`src/shared/ocd_defs.vh`:
```
// constants for the oscillator calibration and distribution register slice
// assumes: included by the core files; 16-bit registers, 5-bit index bus
`ifndef OCD_DEFS_VH
`define OCD_DEFS_VH

// register indices (chosen map; 5-bit address)
`define OCD_ADDR_W          5
`define OCD_IDX_AMP_START   5'h14
`define OCD_IDX_CAP_BANK    5'h16
`define OCD_IDX_CORE_SEL    5'h17
`define OCD_IDX_FIXED_A     5'h18
`define OCD_IDX_FIXED_B     5'h19
`define OCD_IDX_FIXED_C     5'h1c
`define OCD_IDX_FIXED_D     5'h1d
`define OCD_IDX_MOD_TUNE    5'h1e
`define OCD_IDX_DIST_PD     5'h1f
`define OCD_IDX_CAL_CTRL    5'h01
`define OCD_IDX_STATUS      5'h02

// reset values
`define OCD_RST_AMP_START   16'h012c
`define OCD_RST_CAP_BANK    16'h0000
`define OCD_RST_CORE_SEL    16'h0800
`define OCD_RST_ZERO        16'h0000
`define OCD_RST_DIST_PD     16'h0400
`define OCD_RST_CAL_CTRL    16'h0000
// reset levels of single outputs, sized to the output itself
`define OCD_RST_CAP_CODE    8'h00
`define OCD_RST_DISTB_PD    1'b1

// field positions
`define OCD_AMP_START_HI    8
`define OCD_AMP_START_LO    0
`define OCD_CAP_HI          7
`define OCD_CAP_LO          0
`define OCD_START_CORE_BIT  14
`define OCD_CORE_HI         13
`define OCD_CORE_LO         11
`define OCD_FORCE_BIT       10
`define OCD_DITHER_BIT      10
`define OCD_TUNE_HI         7
`define OCD_TUNE_LO         6
`define OCD_DISTB_BIT       10
`define OCD_DISTA_BIT       9
`define OCD_DIVFEED_BIT     7
// calibration control register bits
`define OCD_AMP_OVR_BIT     0
`define OCD_CAP_OVR_BIT     1
`define OCD_AMP_CAL_EN_BIT  2
`define OCD_FREQ_CAL_EN_BIT 3
`define OCD_AMP_CODE_HI     12
`define OCD_AMP_CODE_LO     4

// calibration constants
`define OCD_DEFAULT_CORE    3'h7
`define OCD_CAP_MAX         8'hb7
`define OCD_AMP_MIN         9'h0fa
`define OCD_AMP_MAX         9'h1c2
`define OCD_AMP_CODE_RST    9'h12c

`endif

```
`src/core/ocd_amp_cal.v`:
```
// amplitude calibration stepper: walks the amplitude code upward
// assumes: amp_target from analog comparator, same clock domain
`timescale 1ns/1ps
`include "ocd_defs.vh"
module ocd_amp_cal (
  input  wire       clock,
  input  wire       rst,
  input  wire       start,       // one-cycle request to calibrate
  input  wire       override,    // use manual code, no search
  input  wire [8:0] start_code,  // search origin
  input  wire [8:0] manual_code, // programmed amplitude
  input  wire       amp_target,  // level: amplitude reached
  output reg  [8:0] code_q,      // code applied to the oscillator
  output reg        busy_q       // search running
);
  // search step: upward, stopping at target or upper limit
  always @(posedge clock) begin
    if (rst) begin
      code_q <= `OCD_AMP_CODE_RST;
      busy_q <= 1'b0;
    end else if (override) begin
      code_q <= manual_code;
      busy_q <= 1'b0;
    end else if (start) begin
      code_q <= start_code;
      busy_q <= 1'b1;
    end else if (busy_q) begin
      if (amp_target || code_q >= `OCD_AMP_MAX) begin
        busy_q <= 1'b0;
      end else begin
        code_q <= code_q + 9'h001;
      end
    end
  end
endmodule // ocd_amp_cal

```
`src/core/ocd_freq_cal.v`:
```
// frequency calibration core walker: starts at a core, steps downward
// assumes: freq_target from frequency comparator, same clock domain
`timescale 1ns/1ps
`include "ocd_defs.vh"
module ocd_freq_cal (
  input  wire       clock,
  input  wire       rst,
  input  wire       start,        // one-cycle request to calibrate
  input  wire       start_core_en,// begin at chosen core
  input  wire [2:0] core_choice,  // chosen start core
  input  wire       freq_target,  // level: frequency reached in core
  output reg  [2:0] core_q,       // core under test
  output reg        busy_q        // search running
);
  // core walk, highest core first by default
  always @(posedge clock) begin
    if (rst) begin
      core_q <= `OCD_DEFAULT_CORE;
      busy_q <= 1'b0;
    end else if (start) begin
      busy_q <= 1'b1;
      if (start_core_en) begin
        core_q <= core_choice;
      end else begin
        core_q <= `OCD_DEFAULT_CORE;
      end
    end else if (busy_q) begin
      if (freq_target || core_q == 3'h0) begin
        busy_q <= 1'b0;
      end else begin
        core_q <= core_q - 3'h1;
      end
    end
  end
endmodule // ocd_freq_cal

```
`src/core/ocd_regs.v`:
```
// oscillator calibration and distribution register slice
// assumes: plain register port, read data one cycle after read strobe;
// analog comparators deliver amp_target and freq_target on this clock
`timescale 1ns/1ps
`include "ocd_defs.vh"
module ocd_regs (
  input  wire        clock,
  input  wire        rst,
  input  wire [4:0]  addr,          // register index
  input  wire [15:0] wdata,         // write data
  input  wire        wr,            // write strobe
  input  wire        rd,            // read strobe
  input  wire        amp_cal_start, // one-cycle: begin amplitude search
  input  wire        freq_cal_start,// one-cycle: begin frequency search
  input  wire        amp_target,    // amplitude reached
  input  wire        freq_target,   // frequency reached
  output reg  [15:0] rdata,         // read data, cycle after rd
  output reg  [8:0]  osc_amplitude_code,
  output reg  [2:0]  osc_core,      // core in use
  output reg  [7:0]  cap_bank_code, // capacitor code applied
  output reg         modulator_dither,
  output reg  [1:0]  tuning_adjust,
  output reg         out_b_direct_buf_pd,
  output reg         out_a_direct_buf_pd,
  output reg         divider_feed_buf_pd
);
  // stored registers, whole 16 bits kept so map defaults read back
  reg [15:0] amp_start_q;   // start code
  reg [15:0] cap_bank_q;    // manual capacitor code
  reg [15:0] core_sel_q;    // core select and force
  reg [15:0] fixed_a_q;     // fixed configuration words
  reg [15:0] fixed_b_q;
  reg [15:0] fixed_c_q;
  reg [15:0] fixed_d_q;
  reg [15:0] mod_tune_q;    // dither and tuning adjust
  reg [15:0] dist_pd_q;     // distribution power downs
  reg [15:0] cal_ctrl_q;    // overrides, enables, manual amplitude

  // decoded controls
  wire       amp_ovr    = cal_ctrl_q[`OCD_AMP_OVR_BIT];
  wire       cap_ovr    = cal_ctrl_q[`OCD_CAP_OVR_BIT];
  wire       amp_cal_en = cal_ctrl_q[`OCD_AMP_CAL_EN_BIT];
  wire       frq_cal_en = cal_ctrl_q[`OCD_FREQ_CAL_EN_BIT];
  wire       force_sel  = core_sel_q[`OCD_FORCE_BIT];
  wire [2:0] core_choice = core_sel_q[`OCD_CORE_HI:`OCD_CORE_LO];

  // calibration engine outputs
  wire [8:0] amp_code;
  wire       amp_busy;
  wire [2:0] cal_core;
  wire       frq_busy;

  // hit test used by the write decode; the read mux decodes with a case
  function hit;
    input [4:0] a;
    input [4:0] idx;
    begin
      hit = (a == idx);
    end
  endfunction

  // register writes
  always @(posedge clock) begin
    if (rst) begin
      amp_start_q <= `OCD_RST_AMP_START;
      cap_bank_q  <= `OCD_RST_CAP_BANK;
      core_sel_q  <= `OCD_RST_CORE_SEL;
      fixed_a_q   <= `OCD_RST_ZERO;
      fixed_b_q   <= `OCD_RST_ZERO;
      fixed_c_q   <= `OCD_RST_ZERO;
      fixed_d_q   <= `OCD_RST_ZERO;
      mod_tune_q  <= `OCD_RST_ZERO;
      dist_pd_q   <= `OCD_RST_DIST_PD;
      cal_ctrl_q  <= `OCD_RST_CAL_CTRL;
    end else if (wr) begin
      if (hit(addr, `OCD_IDX_AMP_START)) begin
        amp_start_q <= wdata;
      end
      if (hit(addr, `OCD_IDX_CAP_BANK)) begin
        cap_bank_q <= wdata;
      end
      if (hit(addr, `OCD_IDX_CORE_SEL)) begin
        core_sel_q <= wdata;
      end
      if (hit(addr, `OCD_IDX_FIXED_A)) begin
        fixed_a_q <= wdata;
      end
      if (hit(addr, `OCD_IDX_FIXED_B)) begin
        fixed_b_q <= wdata;
      end
      if (hit(addr, `OCD_IDX_FIXED_C)) begin
        fixed_c_q <= wdata;
      end
      if (hit(addr, `OCD_IDX_FIXED_D)) begin
        fixed_d_q <= wdata;
      end
      if (hit(addr, `OCD_IDX_MOD_TUNE)) begin
        mod_tune_q <= wdata;
      end
      if (hit(addr, `OCD_IDX_DIST_PD)) begin
        dist_pd_q <= wdata;
      end
      if (hit(addr, `OCD_IDX_CAL_CTRL)) begin
        cal_ctrl_q <= wdata;
      end
    end
  end

  // amplitude engine; request gated by its enable
  ocd_amp_cal u_amp (
    .clock       (clock),
    .rst         (rst),
    .start       (amp_cal_start & amp_cal_en),
    .override    (amp_ovr),
    .start_code  (amp_start_q[`OCD_AMP_START_HI:`OCD_AMP_START_LO]),
    .manual_code (cal_ctrl_q[`OCD_AMP_CODE_HI:`OCD_AMP_CODE_LO]),
    .amp_target  (amp_target),
    .code_q      (amp_code),
    .busy_q      (amp_busy)
  );

  // frequency engine; blocked while capacitor override is set
  ocd_freq_cal u_frq (
    .clock         (clock),
    .rst           (rst),
    .start         (freq_cal_start & frq_cal_en & ~cap_ovr),
    .start_core_en (core_sel_q[`OCD_START_CORE_BIT]),
    .core_choice   (core_choice),
    .freq_target   (freq_target),
    .core_q        (cal_core),
    .busy_q        (frq_busy)
  );

  // applied oscillator settings, all registered
  always @(posedge clock) begin
    if (rst) begin
      osc_amplitude_code <= `OCD_AMP_CODE_RST;
      osc_core           <= `OCD_DEFAULT_CORE;
      cap_bank_code      <= `OCD_RST_CAP_CODE;
    end else begin
      osc_amplitude_code <= amp_code;
      if (cap_ovr && force_sel) begin
        osc_core <= core_choice;
      end else begin
        osc_core <= cal_core;
      end
      if (cap_ovr) begin
        // code as written; codes above 183 are unused by the bank
        cap_bank_code <= cap_bank_q[`OCD_CAP_HI:`OCD_CAP_LO];
      end else begin
        // automatic search output left for analog loop; hold midscale-free
        cap_bank_code <= `OCD_RST_CAP_CODE;
      end
    end
  end

  // modulator and distribution controls
  always @(posedge clock) begin
    if (rst) begin
      modulator_dither    <= 1'b0;
      tuning_adjust       <= 2'h0;
      out_b_direct_buf_pd <= `OCD_RST_DISTB_PD;
      out_a_direct_buf_pd <= 1'b0;
      divider_feed_buf_pd <= 1'b0;
    end else begin
      modulator_dither    <= mod_tune_q[`OCD_DITHER_BIT];
      tuning_adjust       <= mod_tune_q[`OCD_TUNE_HI:`OCD_TUNE_LO];
      out_b_direct_buf_pd <= dist_pd_q[`OCD_DISTB_BIT];
      out_a_direct_buf_pd <= dist_pd_q[`OCD_DISTA_BIT];
      divider_feed_buf_pd <= dist_pd_q[`OCD_DIVFEED_BIT];
    end
  end

  // read mux: data one cycle after rd, zero otherwise or unmapped
  always @(posedge clock) begin
    if (rst || !rd) begin
      rdata <= 16'h0000;
    end else begin
      case (addr)
        `OCD_IDX_AMP_START: rdata <= amp_start_q;
        `OCD_IDX_CAP_BANK:  rdata <= cap_bank_q;
        `OCD_IDX_CORE_SEL:  rdata <= core_sel_q;
        `OCD_IDX_FIXED_A:   rdata <= fixed_a_q;
        `OCD_IDX_FIXED_B:   rdata <= fixed_b_q;
        `OCD_IDX_FIXED_C:   rdata <= fixed_c_q;
        `OCD_IDX_FIXED_D:   rdata <= fixed_d_q;
        `OCD_IDX_MOD_TUNE:  rdata <= mod_tune_q;
        `OCD_IDX_DIST_PD:   rdata <= dist_pd_q;
        `OCD_IDX_CAL_CTRL:  rdata <= cal_ctrl_q;
        // live engine state
        `OCD_IDX_STATUS: rdata <= {2'h0, amp_busy, frq_busy,
                                   cal_core, amp_code};
        default:            rdata <= 16'h0000;
      endcase
    end
  end
endmodule // ocd_regs

```
`config.mk`:
```
export PLATFORM = sky130hd
export DESIGN_NAME = ocd_regs
export DESIGN_NICKNAME = d
export VERILOG_FILES = /design/src/core/ocd_amp_cal.v /design/src/core/ocd_freq_cal.v /design/src/core/ocd_regs.v
export VERILOG_INCLUDE_DIRS = /design/src /design/src/shared
export SDC_FILE = /design/constraint.sdc
export NUM_CORES = 1
export LEC_CHECK = 0
export BUFFER_PORTS_ARGS = -buffer_cell sky130_fd_sc_hd__buf_4
export CORE_ASPECT_RATIO = 1.25
export CORE_UTILIZATION = 40
export DETAILED_ROUTE_END_ITERATION = 12
export PLACE_DENSITY = 0.55
export SETUP_SLACK_MARGIN = 0.3
export SLEW_MARGIN = 5
export SYNTH_ARGS = -nofsm -noshare
export SYNTH_HDL_FRONTEND = slang
export SYNTH_SLANG_ARGS = --single-unit
```
`constraint.sdc`:
```
create_clock -name clock -period 2.4 [get_ports clock]
set_input_delay 0.48 -clock clock [delete_from_list [all_inputs] [get_ports clock]]
set_output_delay 0.48 -clock clock [all_outputs]
set_load 0.05 [all_outputs]
```
==> flow_metrics.py <==
metrics = {
    "run_status": {
        "status": "finished, final reports clean",
    },
    "routing": {
        "drtIter0Drc": 812,
        "first_pass_iters": 6,
        "num_vias": 7884,
        "wirelength_um": 29000,
        "routedWlPerCell_um": 20.2,
        "drt-vias-per-instance": 5.47,
        "drc": 0,
        "ant_nets": 0,
    },
    "clock_network": {
        "cts_resized": 0,
        "cts_hold_buf": 0,
        "cts_buffers": 23,
        "clockBufferDepth": 3,
        "cts_tree": "yes",
        "clk_pin_slew_ps": 60,
        "cts_root_buf": "clkbuf_16",
        "htreeDepth": 1,
        "clock_latency_ps": 500,
        "post_cts_buffers": 0,
        "cts_sinks": 216,
    },
    "setup_path": {
        "crit_arrival_ps": 2260,
        "startpoint": "u_amp.code_q[0]",
        "crit_type": "reg2reg",
        "start_kind": "flip-flop",
        "slowest_delay_ps": 330,
        "crit_slowest_cell": "dfxtp_1",
        "critPathRequiredTime_ps": 2770,
        "cp_max_fo": 8,
        "r2r-start": "u_amp.code_q[0]",
        "crit_chain": "inv_1 -> ha_1 -> nor4b_1 -> a32oi_1 -> and3b_2 -> a221oi_1 -> o21ai_0",
        "rrSetupSlack_ps": 520,
        "worst_r2r_path_depth": 7,
        "timing.critical_path.to": "u_amp.code_q[8]",
        "worst_setup_path_end_kind": "flip-flop",
        "r2r_end": "u_amp.code_q[8]",
    },
    "sta": {
        "finalMaxSlewViolations": 0,
        "rsz0062_at_grt": "true",
        "clock.fmax_ghz": 0.532,
        "period_share": 0.784,
        "setup_tns_ps": 0,
        "timing.final.hold_violations": 0,
        "worst_pin_slew_ps": 583,
        "fin_crit_ps": 1880,
        "finClkSkew_ps": 6.76,
        "relSlewSlack": 0.610,
        "finalSetupViolCount": 0,
    },
    "place": {
        "hpwl_um": 20200,
        "post_dp_cell_area_um2": 9780,
        "gp_congestion": 0.899,
        "io_buffers": 70,
        "placed_cells": 1405,
    },
    "finish": {
        "fin_area_um2": 10600,
        "area_delta_synth_final_pct": 20.2,
        "final_layout_size_suffix_gt1_frac": 0.155,
        "stdcell_count": 1441,
        "mostFrequentLayoutCells": "nand2_1, dfxtp_1, a21oi_1, buf_4, a22oi_1",
        "postLayoutCoreUtil": 0.491,
        "nFillCells": 2089,
        "n_antenna_cell": 0,
        "final_common_cell": "nand2_1",
        "final_net_count": 1184,
    },
    "floorplanning": {
        "fp.dieW_um": 135,
        "row_count": 60,
        "start_util": 0.409,
        "core_area_um2": 21500,
        "pin_count": 71,
        "die_h_um": 168,
        "dieArea_um2": 22600,
    },
    "yosys": {
        "ys_seq_area_frac": 0.491,
        "synth_cell_types": 50,
        "synth_edf_count": 0,
        "yosysTopAreaCellShare": 0.491,
        "synth_area_um2": 8800,
        "synth_cells": 1092,
        "synth_area_leader_cell": "dfxtp_1",
        "ys.flop_type": "dfxtp_1",
        "synth_area_leaders": "dfxtp_1, nand2_1, a21oi_1",
        "synth-seq-cells": 216,
        "synth_async_sr_flop_share": 0,
        "syn_area_per_cell_um2": 8.06,
        "yosys_warnings": 0,
        "synth_nets": 1125,
    },
    "global_route": {
        "grt_util_all_layers": 0.258,
        "grt_pass1_wl_um": 44700,
        "grt_overflow": 0,
        "grt_max_degree": 62,
        "antenna_found_initial": 0,
        "grt_pass1_vias": 7312,
    },
    "pwr": {
        "combPwrFrac": 0.043,
        "p_int_mw": 6.10,
        "power.share.switching": 0.215,
        "power.switching_mw": 1.67,
        "clock_power_share": 0.490,
        "seqPwrFrac": 0.467,
        "p_total_mw": 7.77,
        "power.density_nw_per_um2": 734,
        "leakage_nw": 3.79,
        "ir_drop_mv": 0.552,
    },
    "run": {
        "drv_cap": 0,
    },
    "hold_path": {
        "hp-class": "in2reg",
    },
}
power by group through the flow:
stage | logic (mW) | registers [mW] | clock network (mW)
finish | 0.337 | 3.63 | 3.81
CTS | 0.335 | 3.63 | 3.86
global placement | 0.334 | 3.71 | 0
floorplan | 0.188 | 3.70 | 0
detailed placement | 0.334 | 3.71 | 0
global route | 0.360 | 3.63 | 4.01
Yosys cell counts (all sizes together) (7+ instances only):
cell type	n
a211o	7
a21oi	167
a221oi	19
a22o	20
a22oi	30
a31oi	16
and2	14
and3	22
buf	18
clkbuf	76
dfxtp	216
inv	9
mux2i	7
nand2	325
nand3	22
nand3b	9
nor2	28
nor2b	15
o21ai	10
or2	7
cells by family after synthesis:
kind of cell | Yosys count | synth area share
DFF | 216 | 0.491
and+or+nand+nor | 466 | 0.235
adders and majority gates | 4 | 0.00569
buffers and inverters | 103 | 0.0480
AOI/OAI and AO/OA | 285 | 0.200
muxes | 10 | 0.0118
xor gates and xnor gates | 8 | 0.00796
how the worst min path moves through the flow:
stage / start / end / slack [ps] / cells past startpoint
floorplan: amp_start_q[9] / amp_start_q[9] / 430 / 2
global placement: mod_tune_q[1] / mod_tune_q[1] / 440 / 2
detailed placement: mod_tune_q[1] / mod_tune_q[1] / 440 / 2
CTS: amp_cal_start / u_amp.code_q[5] / 280 / 3
global route: freq_target / u_frq.busy_q / 300 / 4
finish: freq_target / u_frq.busy_q / 280 / 4
cell type report:
cell class	count	area [um2]	share of cell area
Sequential cell	216	4320	0.409
Multi-Input combinational cell	773	4060	0.384
Timing Repair Buffer	128	1010	0.0959
Clock buffer	30	642	0.0607
Tap cell	279	349	0.0330
Clock inverter	6	155	0.0147
Inverter	9	33.8	0.00319
stage by stage:
stage / setup slack, ps / hold WS [ps]
finish: 519 / 279
global route: 245 / 300
detailed placement: 195 / 443
CTS: 456 / 275
global placement: 249 / 438
floorplan: 398 / 432
flip-flops by register name, summed over array words and instances (netlist names), 2 cells and up:
name and flops:
amp_start_q 16, cal_ctrl_q 16, cap_bank_code 8, cap_bank_q 16
core_sel_q 16, dist_pd_q 16, fixed_a_q 16, fixed_b_q 16
fixed_c_q 16, fixed_d_q 16, mod_tune_q 16, osc_amplitude_code 9
osc_core 3, rdata 16, tuning_adjust 2, u_amp.code_q 9
u_frq.core_q 3
critical path, delay by kind of cell (launching register included):
| family | cells | cell delay [ps] |
|---|---|---|
| DFF | 1 | 330 |
| AOI/OAI and AO/OA | 3 | 550 |
| and+or+nand+nor | 2 | 600 |
| adders and majority gates | 1 | 210 |
| buffers and inverters | 1 | 80 |
metal layers:
metal  routed length, um  GRT usage  vias to the layer above
met3                1750     0.0265                       29
met1               13300      0.371                     3751
met2               13600      0.418                      238
met4                 429     0.0547                        0
li1                    -          -                     3866
met5                   0          0                        -
Power figures use the tool's default switching activity.
